[src/pkg/charger_flag_pkg.sv]
package charger_flag_pkg;
  // Register byte addresses on the host read port
  localparam logic [7:0] THERMAL_STATUS_ADDR = 8'h16;
  localparam logic [7:0] SUPPLY_STATUS_ADDR = 8'h17;
  localparam logic [7:0] PROTECT_FLAGS_ADDR = 8'h18;
  localparam logic [7:0] CURRENT_FLAGS_ADDR = 8'h19;
  localparam logic [7:0] PRESENCE_FLAGS_ADDR = 8'h1a;
  // Every register in the bank resets to this, and unmapped reads return it
  localparam logic [7:0] REG_RESET = 8'h00;
  // Supply status field positions; the other bits are reserved
  localparam int REGULATOR_OK_BIT = 7;
  localparam int SWITCHER_BIT = 6;
  localparam int ERROR_HIGH_BIT = 4;
  // Thermal, measurement and watchdog conditions, bit 7 down to bit 0
  typedef struct packed {
    logic conv_done;
    logic soft_start_timeout;
    logic thermistor_near_limit;
    logic connector_thermistor_fault;
    logic battery_thermistor_fault;
    logic junction_overheat_fault;
    logic junction_heat_alarm;
    logic host_link_watchdog;
  } thermal_cond_t;
  // Supply and converter conditions
  typedef struct packed {
    logic internal_regulator_ok;
    logic switcher_running;
    logic bus_voltage_error_high;
  } supply_cond_t;
  // Battery and input protection conditions, bit 7 down to bit 0
  typedef struct packed {
    logic battery_overvoltage;
    logic battery_overvoltage_alarm;
    logic output_overvoltage;
    logic battery_overcurrent;
    logic battery_overcurrent_alarm;
    logic battery_undercurrent_alarm;
    logic input_overvoltage;
    logic input_overvoltage_alarm;
  } protect_cond_t;
  // Input current conditions; they land on bits 7..4 and 2
  typedef struct packed {
    logic input_overcurrent;
    logic input_overcurrent_alarm;
    logic input_undercurrent;
    logic input_reverse_current;
    logic flying_cap_shorted;
  } current_cond_t;
  // Presence and configuration conditions, bit 7 down to bit 0
  typedef struct packed {
    logic source_one_overvoltage;
    logic source_two_overvoltage;
    logic output_detected;
    logic source_one_detected;
    logic source_two_detected;
    logic input_rail_detected;
    logic blocking_fet_pair_one_fitted;
    logic blocking_fet_pair_two_fitted;
  } presence_cond_t;
endpackage : charger_flag_pkg

[src/hw/charger_status_flag_bank.sv]
// Function
// (RULE1) One-shot mode: bit 7 shows conversion complete
// (RULE2) Continuous mode: conversion bit always reads zero
// (RULE3) Bit 6 shows soft-start timeout
// (RULE4) Bit 5 shows thermistor near limit
// (RULE5) Bits 4, 3 show thermistor faults live
// (RULE6) Bits 2, 1 show junction fault, alarm
// (RULE7) Bit 0 shows host link watchdog expired
// (RULE8) Supply bit 7 shows regulator good
// (RULE9) Supply bit 6 shows switcher running
// (RULE10) Supply bit 4 error high; others zero
// (RULE11) Protection flags latch on condition change
// (RULE12) Current flags latch on change; reserved zero
// (RULE13) Presence flags latch on condition change
// (RULE14) All registers read-only, reset to zero
// (RULE15) Unmasked set flag raises interrupt output
// (RULE16) Reading a flag register clears it
// (RULE17) Host reads flags after interrupt, never writes

// Two-flop synchroniser for a group of condition pins
module cond_sync #(
  parameter int W = 8
) (
  input wire logic CORE_CLK_IN,
  input wire logic RST_N_IN,
  input wire logic [W-1:0] D_IN,
  output logic [W-1:0] Q_OUT
);
  logic [W-1:0] meta; // First stage, read only by the second

  // Both stages clear with the bank so no change is seen at release
  always_ff @(posedge CORE_CLK_IN) begin
    if (!RST_N_IN) begin
      meta <= '0;
      Q_OUT <= '0;
    end else begin
      meta <= D_IN;
      Q_OUT <= meta;
    end
  end
endmodule : cond_sync

module charger_status_flag_bank (
  input wire logic CORE_CLK_IN,
  input wire logic RST_N_IN,
  input wire charger_flag_pkg::thermal_cond_t THERMAL_COND_IN,
  input wire charger_flag_pkg::supply_cond_t SUPPLY_COND_IN,
  input wire charger_flag_pkg::protect_cond_t PROTECT_COND_IN,
  input wire charger_flag_pkg::current_cond_t CURRENT_COND_IN,
  input wire charger_flag_pkg::presence_cond_t PRESENCE_COND_IN,
  input wire logic ADC_CONTINUOUS_IN,
  input wire logic [7:0] MASK_PROTECT_IN,
  input wire logic [7:0] MASK_CURRENT_IN,
  input wire logic [7:0] MASK_PRESENCE_IN,
  input wire logic RD_STB_IN,
  input wire logic [7:0] RD_ADDR_IN,
  output logic [7:0] RD_DATA_OUT,
  output logic RD_VALID_OUT,
  output logic INT_OUT
);
  import charger_flag_pkg::*;

  thermal_cond_t th_s; // Synchronised conditions
  supply_cond_t sup_s;
  protect_cond_t prot_s;
  current_cond_t cur_s;
  presence_cond_t pres_s;
  logic [7:0] prot_prev; // Last cycle's conditions, for change detection
  logic [7:0] cur_prev;
  logic [7:0] pres_prev;
  logic [7:0] prot_flag; // Sticky change flags
  logic [7:0] cur_flag;
  logic [7:0] pres_flag;
  logic [7:0] cur_word; // Current conditions placed at their bit positions
  logic [7:0] change_prot;
  logic [7:0] change_cur;
  logic [7:0] change_pres;
  logic [7:0] next_prot_flag;
  logic [7:0] next_cur_flag;
  logic [7:0] next_pres_flag;
  logic [7:0] thermal_word;
  logic [7:0] supply_word;
  logic [7:0] rd_word;
  logic rd_thermal;
  logic rd_supply;
  logic rd_prot;
  logic rd_cur;
  logic rd_pres;
  logic irq_pending;

  // Analog monitors are asynchronous to the core clock, so every group is synchronised
  cond_sync #(.W($bits(thermal_cond_t))) u_sync_th (
    .CORE_CLK_IN(CORE_CLK_IN),
    .RST_N_IN(RST_N_IN),
    .D_IN(THERMAL_COND_IN),
    .Q_OUT(th_s)
  );
  cond_sync #(.W($bits(supply_cond_t))) u_sync_sup (
    .CORE_CLK_IN(CORE_CLK_IN),
    .RST_N_IN(RST_N_IN),
    .D_IN(SUPPLY_COND_IN),
    .Q_OUT(sup_s)
  );
  cond_sync #(.W($bits(protect_cond_t))) u_sync_prot (
    .CORE_CLK_IN(CORE_CLK_IN),
    .RST_N_IN(RST_N_IN),
    .D_IN(PROTECT_COND_IN),
    .Q_OUT(prot_s)
  );
  cond_sync #(.W($bits(current_cond_t))) u_sync_cur (
    .CORE_CLK_IN(CORE_CLK_IN),
    .RST_N_IN(RST_N_IN),
    .D_IN(CURRENT_COND_IN),
    .Q_OUT(cur_s)
  );
  cond_sync #(.W($bits(presence_cond_t))) u_sync_pres (
    .CORE_CLK_IN(CORE_CLK_IN),
    .RST_N_IN(RST_N_IN),
    .D_IN(PRESENCE_COND_IN),
    .Q_OUT(pres_s)
  );

  // Address decode; there is no write path, the bank is read-only
  assign rd_thermal = RD_STB_IN && (RD_ADDR_IN == THERMAL_STATUS_ADDR); // RULE14
  assign rd_supply = RD_STB_IN && (RD_ADDR_IN == SUPPLY_STATUS_ADDR);
  assign rd_prot = RD_STB_IN && (RD_ADDR_IN == PROTECT_FLAGS_ADDR);
  assign rd_cur = RD_STB_IN && (RD_ADDR_IN == CURRENT_FLAGS_ADDR);
  assign rd_pres = RD_STB_IN && (RD_ADDR_IN == PRESENCE_FLAGS_ADDR);

  // Live thermal status; the done bit is forced low in continuous mode
  assign thermal_word = {th_s.conv_done & ~ADC_CONTINUOUS_IN, th_s[6:0]}; // RULE1 RULE2
  // Bits 6..0 pass straight through from the monitors
  // RULE3 RULE4 RULE5 RULE6 RULE7

  // Supply status; reserved bits stay zero
  always_comb begin
    supply_word = REG_RESET; // RULE10
    supply_word[REGULATOR_OK_BIT] = sup_s.internal_regulator_ok; // RULE8
    supply_word[SWITCHER_BIT] = sup_s.switcher_running; // RULE9
    supply_word[ERROR_HIGH_BIT] = sup_s.bus_voltage_error_high; // RULE10
  end

  // Current flags skip bits 3, 1 and 0, so those can never set
  assign cur_word = {cur_s[4:1], 1'b0, cur_s[0], 2'b00}; // RULE12

  // A change in either direction counts as an event
  assign change_prot = prot_s ^ prot_prev; // RULE11
  assign change_cur = cur_word ^ cur_prev; // RULE12
  assign change_pres = pres_s ^ pres_prev; // RULE13

  // Read clears, but a change in the same cycle wins so no event is lost
  assign next_prot_flag = (prot_flag & ~{8{rd_prot}}) | change_prot; // RULE11 RULE16
  assign next_cur_flag = (cur_flag & ~{8{rd_cur}}) | change_cur; // RULE12 RULE16
  assign next_pres_flag = (pres_flag & ~{8{rd_pres}}) | change_pres; // RULE13 RULE16

  // Read data select; unmapped addresses answer zero
  assign rd_word = rd_thermal ? thermal_word :
                   rd_supply ? supply_word :
                   rd_prot ? prot_flag :
                   rd_cur ? cur_flag :
                   rd_pres ? pres_flag : REG_RESET;

  // Mask bit of one keeps the flag off the interrupt line
  assign irq_pending = |(prot_flag & ~MASK_PROTECT_IN) | // RULE15
                       |(cur_flag & ~MASK_CURRENT_IN) |
                       |(pres_flag & ~MASK_PRESENCE_IN);

  // Previous conditions and sticky flags
  always_ff @(posedge CORE_CLK_IN) begin
    if (!RST_N_IN) begin
      prot_prev <= REG_RESET;
      cur_prev <= REG_RESET;
      pres_prev <= REG_RESET;
      prot_flag <= REG_RESET; // RULE14
      cur_flag <= REG_RESET;
      pres_flag <= REG_RESET;
    end else begin
      prot_prev <= prot_s;
      cur_prev <= cur_word;
      pres_prev <= pres_s;
      prot_flag <= next_prot_flag;
      cur_flag <= next_cur_flag;
      pres_flag <= next_pres_flag;
    end
  end

  // Registered read answer and interrupt, one cycle after their cause
  always_ff @(posedge CORE_CLK_IN) begin
    if (!RST_N_IN) begin
      RD_DATA_OUT <= REG_RESET;
      RD_VALID_OUT <= 1'b0;
      INT_OUT <= 1'b0;
    end else begin
      RD_DATA_OUT <= rd_word;
      RD_VALID_OUT <= RD_STB_IN;
      INT_OUT <= irq_pending; // RULE15
    end
  end

  // Continuous mode never reports a finished conversion
  conv_cont_zero_a : assert property ( // RULE2
    @(posedge CORE_CLK_IN) disable iff (!RST_N_IN)
    rd_thermal && ADC_CONTINUOUS_IN |=> RD_VALID_OUT && !RD_DATA_OUT[7])
    else $error("conversion bit set in continuous mode");

  // One-shot mode shows the done condition as sampled
  conv_oneshot_a : assert property ( // RULE1
    @(posedge CORE_CLK_IN) disable iff (!RST_N_IN)
    rd_thermal && !ADC_CONTINUOUS_IN |=> RD_DATA_OUT[7] == $past(th_s.conv_done))
    else $error("conversion bit wrong in one-shot mode");

  // Thermal and watchdog bits follow the synchronised conditions
  thermal_live_a : assert property ( // RULE3 RULE4 RULE5 RULE6 RULE7
    @(posedge CORE_CLK_IN) disable iff (!RST_N_IN)
    rd_thermal |=> RD_DATA_OUT[6:0] == $past(th_s[6:0]))
    else $error("thermal status bits wrong");

  // Supply word layout with reserved zeros
  supply_layout_a : assert property ( // RULE8 RULE9 RULE10
    @(posedge CORE_CLK_IN) disable iff (!RST_N_IN)
    rd_supply |=> RD_DATA_OUT == {$past(sup_s.internal_regulator_ok),
      $past(sup_s.switcher_running), 1'b0, $past(sup_s.bus_voltage_error_high), 4'h0})
    else $error("supply status word wrong");

  // A protection condition that toggles sets its flag next cycle
  prot_change_set_a : assert property ( // RULE11
    @(posedge CORE_CLK_IN) disable iff (!RST_N_IN)
    change_prot != 8'h00
    |=> (prot_flag & $past(change_prot)) == $past(change_prot))
    else $error("protection change did not set flag");

  // A presence flag holds while nothing changes and nobody reads
  pres_flag_hold_a : assert property ( // RULE13
    @(posedge CORE_CLK_IN) disable iff (!RST_N_IN)
    !rd_pres && change_pres == 8'h00 |=> $stable(pres_flag))
    else $error("presence flag moved without cause");

  // Reserved current flag bits never set
  cur_reserved_a : assert property ( // RULE12
    @(posedge CORE_CLK_IN) disable iff (!RST_N_IN)
    cur_flag[3] == 1'b0 && cur_flag[1:0] == 2'b00)
    else $error("reserved current flag bit set");

  // Reading returns the flags and then clears them
  read_clear_a : assert property ( // RULE16
    @(posedge CORE_CLK_IN) disable iff (!RST_N_IN)
    rd_pres && change_pres == 8'h00
    |=> pres_flag == 8'h00 && RD_DATA_OUT == $past(pres_flag))
    else $error("presence read did not clear");

  // Interrupt follows the unmasked flags by one cycle
  irq_follow_a : assert property ( // RULE15
    @(posedge CORE_CLK_IN) disable iff (!RST_N_IN)
    ##1 INT_OUT == $past(|(prot_flag & ~MASK_PROTECT_IN) |
      |(cur_flag & ~MASK_CURRENT_IN) | |(pres_flag & ~MASK_PRESENCE_IN)))
    else $error("interrupt does not match unmasked flags");

  // Everything leaves reset cleared
  reset_clear_a : assert property ( // RULE14
    @(posedge CORE_CLK_IN) disable iff (!RST_N_IN)
    $rose(RST_N_IN) |-> prot_flag == 8'h00 && cur_flag == 8'h00 &&
      pres_flag == 8'h00 && !INT_OUT && RD_DATA_OUT == 8'h00)
    else $error("bank not cleared by reset");

  // Unmapped reads answer zero
  unmapped_zero_a : assert property (
    @(posedge CORE_CLK_IN) disable iff (!RST_N_IN)
    RD_STB_IN && !(rd_thermal || rd_supply || rd_prot || rd_cur || rd_pres)
    |=> RD_DATA_OUT == 8'h00)
    else $error("unmapped read not zero");
endmodule : charger_status_flag_bank

[config.mk]
export PLATFORM = sky130hd
export DESIGN_NAME = charger_status_flag_bank
export DESIGN_NICKNAME = d
export VERILOG_FILES = /design/src/pkg/charger_flag_pkg.sv /design/src/hw/charger_status_flag_bank.sv
export SDC_FILE = /design/constraint.sdc
export NUM_CORES = 1
export LEC_CHECK = 0
export BUFFER_PORTS_ARGS = -buffer_cell sky130_fd_sc_hd__buf_4
export CAP_MARGIN = 25
export CORE_MARGIN = 2
export CORE_UTILIZATION = 55
export CTS_BUF_LIST = sky130_fd_sc_hd__clkbuf_4 sky130_fd_sc_hd__clkbuf_8
export DETAILED_ROUTE_END_ITERATION = 6
export PLACE_DENSITY = 0.84
export SKIP_CTS_REPAIR_TIMING = 1
export SLEW_MARGIN = 0
export SYNTH_ARGS = -nofsm -noshare
export SYNTH_HDL_FRONTEND = slang
export SYNTH_SLANG_ARGS = --single-unit
export TNS_END_PERCENT = 1
[constraint.sdc]
create_clock -name CORE_CLK_IN -period 3.2 [get_ports CORE_CLK_IN]
set_input_delay 0.8 -clock CORE_CLK_IN [delete_from_list [all_inputs] [get_ports CORE_CLK_IN]]
set_output_delay 0.8 -clock CORE_CLK_IN [all_outputs]
set_load 0.01 [all_outputs]
# Word level (Yosys, flattened, before mapping)
# Cells that the tools add are included.
word_totals:
  reg_bits: 122
  latchBits: 0
  ramBits: 0
  rom_bits: 0
  input_bits: 68
  output_inout_bits: 10
  word_cells: 60
  mem_count: 0
op_classes:
  n_addsub: 0
  n_mul: 0
  div: 0
  magnitude_cmp: 0
  eq_ne: 5
  shift: 0
  n_mux: 5
  n_bitwise: 22
  reduce_logical: 8
ops:
  columns: ["operator", "n"]
  rows:
  - ["$and A8 B8 Y8", 6]
  - ["$not A8 Y8", 6]
  - ["$eq A8 B5 Y1 const B", 5]
  - ["$mux W8", 5]
  - ["$or A8 B8 Y8", 3]
  - ["$reduce_or A8 Y1", 3]
  - ["$xor A8 B8 Y8", 3]
  - ["$logic_and A1 B1 Y1", 5]
  - ["$or A1 B1 Y1", 2]
  - ["$and A1 B1 Y1", 1]
  - ["$not A1 Y1", 1]

# Logic depth before layout (Yosys ltp)
# Gate-level depths: netlist (run 1).
logic_depth:
  ltp_word: 7
  ltp_mapped: 6

# Modules after synthesis
# From an unflattened synthesis (run 1), not the netlist that was laid out.
hier_totals:
  hier_cells: 379
  area_unflattened_um2: 4017.6
by_module_without_submodules:
  columns: ["module", "instances", "cells_per_inst", "area_per_inst_um2", "seq_area_each_um2"]
  rows:
  - ["charger_status_flag_bank", 1, 248, 2257.2, 1101.1]
  - ["cond_sync (u_sync_pres ...)", 3, 33, 446.7, 320.3]
  - ["cond_sync (u_sync_cur)", 1, 20, 262.8, 200.2]
  - ["cond_sync (u_sync_sup)", 1, 12, 157.7, 120.1]

# Worst setup path before layout (run 1)
# No wires, ideal clock.
synth_path:
  kind: "input port to flip-flop"
  from: "in RD_ADDR_IN[0]"
  to: "reg RD_DATA_OUT[5]"
  arrival_ns: 1.784
  required_time_ns: 3.083
  setup_slack_ns: 1.299
  path_stages: 5
  path_buffers: 1
  path_cell_list: "buf_2 > or3b_1 > o22ai_1 > o21ai_0 > a22o_1"
synth_via:
  elab_chain_cells: 7
  word_cells_on_any_way: 15
  classes_between: "eq/ne: 5; mux: 5; reduce/logical: 5"
synth_rtl:
  columns: ["element", "line_no", "text"]
  rows:
  - ["from (decl)", "charger_status_flag_bank.sv:56", "input wire logic [7:0] RD_ADDR_IN,"]
  - ["$eq A8 B5 Y1", "charger_status_flag_bank.sv:128", "assign rd_pres = RD_STB_IN && (RD_ADDR_IN == PRESENCE_FLAGS_ADDR);"]
  - ["$logic_and A1 B1 Y1", "charger_status_flag_bank.sv:128", null]
  - ["$mux W8", "charger_status_flag_bank.sv:161", "rd_pres ? pres_flag : REG_RESET;"]
  - ["$mux W8", "charger_status_flag_bank.sv:160", "rd_cur ? cur_flag :"]
  - ["$mux W8", "charger_status_flag_bank.sv:159", "rd_prot ? prot_flag :"]
  - ["$mux W8", "charger_status_flag_bank.sv:158", "rd_supply ? supply_word :"]
  - ["$mux W8 *", "charger_status_flag_bank.sv:157", "assign rd_word = rd_thermal ? thermal_word :"]
  - ["to (signal assigned)", "charger_status_flag_bank.sv:194", "RD_DATA_OUT <= rd_word;"]
  - ["to (decl)", "charger_status_flag_bank.sv:57", "output logic [7:0] RD_DATA_OUT,"]
# Mark *: on every way between the ends. The rest lies on a longest branch, timed or not.
# A chain may end at the register's enable or synchronous reset.

# Worst setup path in the final report (run 1)
layout_path:
  from: "in RD_ADDR_IN[5]"
  to: "reg cur_flag[2]"
layout_via:
  elab_chain_cells: 5
layout_rtl:
  columns: ["element", "line_no", "text"]
  rows:
  - ["$eq A8 B5 Y1", "charger_status_flag_bank.sv:127", "assign rd_cur = RD_STB_IN && (RD_ADDR_IN == CURRENT_FLAGS_ADDR);"]
  - ["$logic_and A1 B1 Y1", "charger_status_flag_bank.sv:127", null]
  - ["$not A8 Y8", "charger_status_flag_bank.sv:153", "assign next_cur_flag = (cur_flag & ~{8{rd_cur}}) | change_cur;"]
  - ["$and A8 B8 Y8", "charger_status_flag_bank.sv:153", null]
  - ["$or A8 B8 Y8", "charger_status_flag_bank.sv:153", null]
  - ["to (signal assigned)", "charger_status_flag_bank.sv:182", "cur_flag <= next_cur_flag;"]
  - ["to (decl)", "charger_status_flag_bank.sv:72", "logic [7:0] cur_flag;"]
# Every way passes these cells.

==> results of run 1 <==
==> stage by stage <==
step                      hold WS, ps  total power, mW  setup WS, ps
after CTS                         433             3.19          1390
after global routing              436             3.30          1310
after global placement            415             1.82          1070
after floorplan                   412             1.72          1300
after detailed placement          417             1.83           987
final                             430             3.17          1370
==> worst max-delay path, cell delays in order <==
cell and delay, ps:
sky130_fd_sc_hd__buf_4 120, sky130_fd_sc_hd__nor4b_4 460, sky130_fd_sc_hd__nand4_1 370, sky130_fd_sc_hd__a21oi_1 290, sky130_fd_sc_hd__nor2_1 60
==> layout make-up <==
class / count / area [um2] / area share
tap: 99 / 124 / 0.0244
inverter: 26 / 97.6 / 0.0192
timing repair buffer: 78 / 586 / 0.115
sequential: 119 / 2380 / 0.469
clock inverter: 15 / 178 / 0.0350
multi-input combinational: 225 / 1480 / 0.291
clock buffer: 17 / 234 / 0.0461
==> cell usage in the layout (no fill, tap or decap), types with 4 or more instances in the layout <==
cell type / n
sky130_fd_sc_hd__nor2_1: 22
sky130_fd_sc_hd__clkinv_2: 4
sky130_fd_sc_hd__and2_1: 86
sky130_fd_sc_hd__o22ai_1: 17
sky130_fd_sc_hd__dfxtp_1: 119
sky130_fd_sc_hd__a22o_1: 5
sky130_fd_sc_hd__clkbuf_8: 17
sky130_fd_sc_hd__clkinv_4: 4
sky130_fd_sc_hd__a21oi_1: 26
sky130_fd_sc_hd__buf_4: 78
sky130_fd_sc_hd__inv_1: 26
sky130_fd_sc_hd__o21ai_0: 8
sky130_fd_sc_hd__xor2_1: 21
sky130_fd_sc_hd__nand2_1: 10
==> routing by layer <==
metal  share of wire  track usage  routed length (um)  vias to the layer above
li1                -            -                   -                     1425
met1            0.42        0.247                3160                     1264
met2            0.50        0.337                3770                      106
met3           0.075       0.0609                 569                        9
met4           0.013       0.0909                  98                        0
met5               0            0                   0                        -
==> cell families (layout without fill, tap and decap cells) <==
| logic type | count (synthesis) | after routing |
|---|---|---|
| compound gates | 62 | 62 |
| xor+xnor | 21 | 21 |
| buf+inv | 41 | 136 |
| flops | 119 | 119 |
| mux | 2 | 2 |
| simple gates | 140 | 140 |
==> worst min-delay path by stage <==
stage / endpoint / startpoint / cells after the start
floorplan: u_sync_cur.Q_OUT[0] / u_sync_cur.meta[0] / 1
global placement: u_sync_prot.Q_OUT[1] / u_sync_prot.meta[1] / 1
detailed placement: u_sync_cur.Q_OUT[0] / u_sync_cur.meta[0] / 1
CTS: u_sync_cur.Q_OUT[0] / u_sync_cur.meta[0] / 1
global route: u_sync_th.Q_OUT[2] / u_sync_th.meta[2] / 1
finish: u_sync_prot.Q_OUT[6] / u_sync_prot.meta[6] / 1
==> where the power goes <==
group	switching, mW	internal [mW]	leakage [nW]
combinational	0.0941	0.120	1.13
sequential	0.0357	1.55	0.979
clock	0.594	0.773	0.206
==> results.toml, run 1 <==
[place]
place.gp.congestion = 0.879
place.port_buffers = 77
placed_area_um2 = 4660
detailedPlacementHpwl_um = 5210
dpl.cell_count = 547

[synth]
gate_count_after_technology_mapping = 385
ys_seq_area_frac = 0.593
synth_async_sr_flop_share = 0
synth_top_family_by_area = "simple AND/OR/NAND/NOR gates"
ys_top_cells_by_area = "sky130_fd_sc_hd__dfxtp_1, sky130_fd_sc_hd__and2_1, sky130_fd_sc_hd__xor2_1"
yosys.area.top_type_share = 0.593
synth_most_common_cell = "sky130_fd_sc_hd__dfxtp_1"
netlist_area_before_placement_um2 = 4020
post_synth_xor_xnor_area = 0.0458
avgSynthCellArea_um2 = 10.4
synth-simple-area-share = 0.225
synth-adder-area-share = 0
yosysWarnings = 0
flops_latches_synth = 119
synth_edf_count = 0
synth_nets = 453
synth.cells.most_frequent = "sky130_fd_sc_hd__dfxtp_1, sky130_fd_sc_hd__and2_1, sky130_fd_sc_hd__a21oi_1, sky130_fd_sc_hd__inv_1, sky130_fd_sc_hd__nor2_1"
synth.distinct_cells = 33
synth_compound_gate_area_share = 0.0913
synth.largest_area_cell = "sky130_fd_sc_hd__dfxtp_1"
muxShareOfSynthArea = 0.00561
synthFlopType = "sky130_fd_sc_hd__dfxtp_1"

[power_and_ir_drop]
vdd_drop_max_uv = 324
p_leak_nw = 2.31
power_density_nw_per_um2 = 624

[layout]
final_net_count = 535
insertedDiodeCount = 0
finalNonFillerCells = 579
fillerInstances = 518
utilization_after_layout = 0.707
final_area_um2 = 5080
drive_above_1_share = 0.252
syn_to_final_growth_pct = 26.4

[die]
rows = 31
fp.dieH_um = 89.4
core_area_um2 = 7180
floorplan.die_area_um2 = 8000
initial_utilization = 0.560
dieWidth_um = 89.4
number_of_top_level_design_ports = 78

[timing]
worst_pin_slew_ps = 675
timing.slew.headroom = 0.550
finalWorstPathRequiredPeriod_ps = 1830
tns_ps = 0
finalSetupViolCount = 0
grt_setup_unrepaired = "false"
hold_violations = 0
fmax_mhz = 546
layout_worst_path_cycle_share = 0.572
number_of_pins_with_negative_max_slew_slack_in_the_final_report = 0
finClkSkew_ps = 8.05

[setup_path]
crit_path_start_kind = "input port"
worst-endpoint-required_ps = 3470
ff2ff_path_depth = 4
endpoint = "cur_flag[2]"
critical_path.startpoint = "RD_ADDR_IN[5]"
timing.setup.critical_path_class = "input port to flip-flop"
cp_data_arrival_time_ps = 2100
worstReg2RegStart = "prot_flag[4]"
critical_path_peak_fanout = 8
worst-r2r-setup-slack_ps = 2070
worstSetupEndpointType = "flip-flop"
worst_r2r_endpoint = "RD_DATA_OUT[4]"

[clocking]
clock-sinks = 119
clk_path_buf_depth = 2
h-tree-depth = 4
clock-root-buffer = "sky130_fd_sc_hd__clkbuf_8"
clk_pin_slew_worst_paths_ps = 70
tritoncts = "built"
cts_buffers = 17
insertion_delay_ps = 410

[worst_hold_path]
hold_class = "flip-flop to flip-flop"

[status]
outcome = "finished clean"

[detailed_routing]
detailedRoute.firstPassIterationCount = 5
drt.antenna.violating_nets = 0
drt-total-wl_um = 7600
post_drt_via_cell_ratio = 4.84
first_iter_violations = 149
route.detailed.wl_per_inst_um = 13.1
drc_errors = 0
vias = 2804

[global_routing]
grt_antenna_before_repair = 0
number_of_global_route_vias_before_repair = 2615
grt_max_degree = 78
global_route_wire_length_before_repair_um = 12200
grt_ovf = 0
track_usage = 0.204

[flow_run]
max_cap_violations = 0
(Power assumes the default switching activity.)
==> run 2, diff against run 1 <==
==> constraint.sdc (replaced) <==
create_clock -name CORE_CLK_IN -period 1.9 [get_ports CORE_CLK_IN]
set_input_delay 0.475 -clock CORE_CLK_IN [delete_from_list [all_inputs] [get_ports CORE_CLK_IN]]
set_output_delay 0.475 -clock CORE_CLK_IN [all_outputs]
set_load 0.01 [all_outputs]
==> run 2 against run 1 <==
Compared with the run above: design area decreased by 0.25%; hold slack lost 170 ps; critical path depth up 1; sequential cell count unchanged; global-route usage up 0.71 points; critical endpoint is now prot_flag[0]; register-to-register slack lost 1500 ps; combinational power rose by 72%.
==> results.toml, run 2 (synthesis results as in run 1) <==
[place]
place.port_buffers = 77
detailedPlacementHpwl_um = 5320
place.gp.congestion = 0.909

[global_routing]
global_route_wire_length_before_repair_um = 12400
track_usage = 0.211
busiest_layer = "met2"
grt_ovf = 0
grtUsageMet2 = 0.363
number_of_global_route_vias_before_repair = 2710
grt_antenna_before_repair = 0
grt_use_met3 = 0.0720
grt_use_met1 = 0.242
grt_max_degree = 48

[detailed_routing]
post_drt_via_cell_ratio = 4.92
drc_errors = 0
route.detailed.wl_per_inst_um = 13.7
drt.antenna.violating_nets = 0
vias = 2870
first_iter_violations = 178
detailedRoute.firstPassIterationCount = 5
drt-total-wl_um = 8000

[clocking]
clk_path_buf_depth = 2
clock-root-buffer = "sky130_fd_sc_hd__clkbuf_8"
clk_pin_slew_worst_paths_ps = 70
insertion_delay_ps = 420
clock-sinks = 119
h-tree-depth = 4
tritoncts = "built"
cts_buffers = 17

[power_and_ir_drop]
power.clock.fraction = 0.406
power_density_nw_per_um2 = 1010
vdd_drop_max_uv = 641
p_total_mw = 5.12
power.net_switching_mw = 1.25
power_switching_share = 0.244
p_leak_nw = 2.30
power_frac_seq = 0.522
internal_power_mw = 3.87
power.combinational.fraction = 0.072

[layout]
utilization_after_layout = 0.706
final_net_count = 539
area_of_the_multi_input_gates_um2 = 1480
insertedDiodeCount = 0
drive_above_1_share = 0.258
layout_common_cells = "sky130_fd_sc_hd__dfxtp_1, sky130_fd_sc_hd__and2_1, sky130_fd_sc_hd__buf_4, sky130_fd_sc_hd__inv_1, sky130_fd_sc_hd__a21oi_1"
ff_latch_area_um2 = 2380
fillerInstances = 540
layout.cells.most_common = "sky130_fd_sc_hd__dfxtp_1"
syn_to_final_growth_pct = 26.1

[timing]
worst_pin_slew_ps = 630
number_of_pins_with_negative_max_slew_slack_in_the_final_report = 0
grt_setup_unrepaired = "false"
tns_ps = 0
finClkSkew_ps = 6.60
finalSetupViolCount = 0
fmax_mhz = 689
finalWorstPathRequiredPeriod_ps = 1450
hold_violations = 0
timing.slew.headroom = 0.580
layout_worst_path_cycle_share = 0.764

[flow_run]
max_cap_violations = 0

[setup_path]
crit_path_start_kind = "input port"
worstSetupEndpointType = "flip-flop"
timing.setup.critical_path_class = "input port to flip-flop"
worst-endpoint-required_ps = 2170
critical_path_peak_fanout = 10
cp_data_arrival_time_ps = 1730

[die]
number_of_top_level_design_ports = 78
fp.dieH_um = 89.4
floorplan.die_area_um2 = 8000
core_area_um2 = 7180
rows = 31
initial_utilization = 0.560
dieWidth_um = 89.4

[worst_hold_path]
hold_class = "input port to flip-flop"

[status]
outcome = "finished clean"
run 2: power groups by stage:
| stage | sequential [mW] | clock, mW | combinational, mW |
|---|---|---|---|
| 2_1_floorplan | 2.70 | 0 | 0.199 |
| 3_3_place_gp | 2.72 | 0 | 0.352 |
| 3_5_place_dp | 2.72 | 0 | 0.363 |
| 4_1_cts | 2.67 | 2.11 | 0.370 |
| 5_1_grt | 2.68 | 2.23 | 0.407 |
| 6_report | 2.67 | 2.08 | 0.368 |
run 2: critical path, stage by stage:
cell and delay, ps:
sky130_fd_sc_hd__buf_4 160, sky130_fd_sc_hd__buf_4 180, sky130_fd_sc_hd__nor3b_2 310, sky130_fd_sc_hd__nand4b_2 290, sky130_fd_sc_hd__a21oi_1 240, sky130_fd_sc_hd__nor2_1 60
run 2: layer usage:
| metal | vias up | wire length, um | share of wire |
|---|---|---|---|
| met5 | - | 0 | 0 |
| met4 | 0 | 126 | 0.016 |
| met3 | 12 | 621 | 0.078 |
| met2 | 122 | 4050 | 0.51 |
| met1 | 1303 | 3200 | 0.40 |
| li1 | 1433 | - | - |
run 2: path summary, 6_finish.rpt:
kind | startpoint | endpoint | slack (ps) | cells after the start
worst max-delay path | RD_ADDR_IN[0] | prot_flag[0] | 450 | 6
worst min-delay path | PRESENCE_COND_IN[3] | u_sync_pres.meta[3] | 260 | 2
worst max register to register | pres_flag[7] | RD_DATA_OUT[7] | 550 | 4
worst min register to register | u_sync_th.meta[6] | u_sync_th.Q_OUT[6] | 430 | 1
run 2: layout make-up:
type	instances	area share
clock inverters	14	0.0252
inverters	26	0.0193
clock buffers	18	0.0477
well taps	99	0.0245
multi-input cells	225	0.291
repair buffers	82	0.122
flip-flops and latches	119	0.470
run 2: per-stage QoR:
stage	setup slack [ps]	hold WS, ps	cells	area, um2
2_1_floorplan	324	412	385	4020
3_3_place_gp	116	415	551	4690
3_5_place_dp	68.5	418	551	4690
4_1_cts	472	238	583	5060
5_1_grt	386	243	583	5060
6_report	448	261	583	5060
==> run 3, diff against run 2 <==
--- a/config.mk
+++ b/config.mk
@@ -8,10 +8,10 @@
 export BUFFER_PORTS_ARGS = -buffer_cell sky130_fd_sc_hd__buf_4
 export CAP_MARGIN = 25
 export CORE_MARGIN = 2
-export CORE_UTILIZATION = 55
+export CORE_UTILIZATION = 51
 export CTS_BUF_LIST = sky130_fd_sc_hd__clkbuf_4 sky130_fd_sc_hd__clkbuf_8
 export DETAILED_ROUTE_END_ITERATION = 6
-export PLACE_DENSITY = 0.84
+export PLACE_DENSITY = 0.82
 export SKIP_CTS_REPAIR_TIMING = 1
 export SLEW_MARGIN = 0
 export SYNTH_ARGS = -nofsm -noshare
==> constraint.sdc (replaced) <==
create_clock -name CORE_CLK_IN -period 1.3 [get_ports CORE_CLK_IN]
set_input_delay 0.325 -clock CORE_CLK_IN [delete_from_list [all_inputs] [get_ports CORE_CLK_IN]]
set_output_delay 0.325 -clock CORE_CLK_IN [all_outputs]
set_load 0.01 [all_outputs]
==> run 3 against run 2 <==
Compared with the run above: sequential power up 46%; worst setup slack lost 370 ps; clock skew is essentially flat; critical endpoint is now RD_DATA_OUT[4]; global-route usage decreased by 1.1 points; largest power group unchanged; critical path depth shrank 2; utilization fell by 2.2 points; non-clock buffer count up 12.
==> results.toml, run 3 (synthesis results as in run 1) <==
[status]
outcome = "finished clean"

[timing]
layout_worst_path_cycle_share = 0.941
finalSetupViolCount = 0
worst_pin_slew_ps = 412
grt_setup_unrepaired = "false"
post-route-worst-setup-slack_ps = 76.9
hold_violations = 0
finalWorstPathRequiredPeriod_ps = 1220
fmax_mhz = 818
timing.slew.headroom = 0.723
number_of_pins_with_negative_max_slew_slack_in_the_final_report = 0
finClkSkew_ps = 6.66

[setup_path]
critical_path_peak_fanout = 2
path_delay_family = "compound AO/OA/AOI/OAI gates"
cp_slowest_stage_delay_ps = 360
crit_path_start_kind = "flip-flop"
cp_cell_sequence = "inv_1, o21ai_0, a222oi_1, a211oi_1"
critPathBufInv = 1
worst-endpoint-required_ps = 1640
worstSetupEndpointType = "flip-flop"
cp_data_arrival_time_ps = 1560
cp_slowest_cell = "sky130_fd_sc_hd__dfxtp_1"
timing.setup.critical_path_class = "flip-flop to flip-flop"

[power_and_ir_drop]
vdd_drop_max_uv = 1060
power_frac_seq = 0.471
power_switching_share = 0.220
power_density_nw_per_um2 = 1580
power.clock.fraction = 0.460
p_leak_nw = 2.41
power.combinational.fraction = 0.069
internal_power_mw = 6.46
power.net_switching_mw = 1.82

[detailed_routing]
drt.antenna.violating_nets = 0
detailedRoute.firstPassIterationCount = 4
drt-total-wl_um = 8000
first_iter_violations = 245
post_drt_via_cell_ratio = 4.88
top_layer = "met4"
route.detailed.wl_per_inst_um = 13.4
drc_errors = 0
routed-wl-met2_um = 4020
wl_met3_um = 537
wl_met1_um = 3190
vias = 2920

[die]
rows = 32
dieWidth_um = 92.7
number_of_top_level_design_ports = 78
core_area_um2 = 7690
floorplan.die_area_um2 = 8600
initial_utilization = 0.522
fp.dieH_um = 92.7

[clocking]
h-tree-depth = 4
clk_pin_slew_worst_paths_ps = 70
clock-root-buffer = "sky130_fd_sc_hd__clkbuf_8"
tritoncts = "built"
insertion_delay_ps = 420
cts_buffers = 17
clk_path_buf_depth = 2
clock-sinks = 119

[global_routing]
grt_antenna_before_repair = 0
track_usage = 0.200
number_of_global_route_vias_before_repair = 2844
grt_ovf = 0
global_route_wire_length_before_repair_um = 13000
grt_max_degree = 38

[place]
place.gp.congestion = 0.876
place.port_buffers = 77
placement.setup.worst_slack_ps = -272
detailedPlacementHpwl_um = 5740

[worst_hold_path]
hold_class = "input port to flip-flop"

[layout]
fillerInstances = 560
drive_above_1_share = 0.278
final_net_count = 551
area_of_the_multi_input_gates_um2 = 1480
syn_to_final_growth_pct = 30.9
insertedDiodeCount = 0
ff_latch_area_um2 = 2380
utilization_after_layout = 0.684
layout_common_cells = "sky130_fd_sc_hd__dfxtp_1, sky130_fd_sc_hd__buf_4, sky130_fd_sc_hd__and2_1, sky130_fd_sc_hd__inv_1, sky130_fd_sc_hd__a21oi_1"
layout.cells.most_common = "sky130_fd_sc_hd__dfxtp_1"

[flow_run]
max_cap_violations = 0
-- run 3: cell types whose count changed in the layout (fill, tap and decap cells not counted) --
cell	before	now
sky130_fd_sc_hd__buf_4	82	94
sky130_fd_sc_hd__bufinv_16	1	5
sky130_fd_sc_hd__clkinv_2	3	1
sky130_fd_sc_hd__clkinvlp_4	4	2
sky130_fd_sc_hd__o21ai_0	8	7
sky130_fd_sc_hd__o21ai_1	0	1
sky130_fd_sc_hd__or3b_1	1	0
sky130_fd_sc_hd__or3b_4	0	1
-- run 3: worst paths after layout --
path / depth (start not counted) / to / startpoint / slack (ps)
setup / recovery: 4 / RD_DATA_OUT[4] / prot_flag[4] / 80
hold / removal: 2 / u_sync_pres.meta[4] / PRESENCE_COND_IN[4] / 100
setup reg to reg: 4 / RD_DATA_OUT[4] / prot_flag[4] / 80
hold reg to reg: 1 / u_sync_cur.Q_OUT[0] / u_sync_cur.meta[0] / 430
-- run 3: final cells by class --
class / instances / area share
Tap cell: 102 / 0.0243
Clock buffer: 18 / 0.0460
Multi-Input combinational cell: 225 / 0.281
Sequential cell: 119 / 0.453
Inverter: 26 / 0.0186
Timing Repair Buffer: 94 / 0.134
Clock inverter: 14 / 0.0424
-- run 3: power by group through the flow --
stage               Sequential, mW  Combinational [mW]  Clock (mW)
CTS                           3.90               0.571        3.87
global route                  3.91               0.627        4.03
global placement              3.97               0.545           0
floorplan                     3.95               0.296           0
detailed placement            3.98               0.563           0
finish                        3.90               0.569        3.81
-- run 3: per-stage QoR --
step	power, mW	cell area (um2)	hold slack (ps)	instances	TNS (ps)
floorplan	4.25	4020	412	385	-705
global placement	4.52	4790	416	566	-5350
detailed placement	4.54	4790	417	566	-6780
CTS	8.34	5260	78.6	598	0
global route	8.57	5260	87.7	598	0
finish	8.28	5260	102	598	0
-- run 3: layer usage --
layer	up-vias	track usage
met4	0	0.118
met5	-	0
li1	1449	-
met1	1326	0.218
met3	26	0.0659
met2	119	0.339
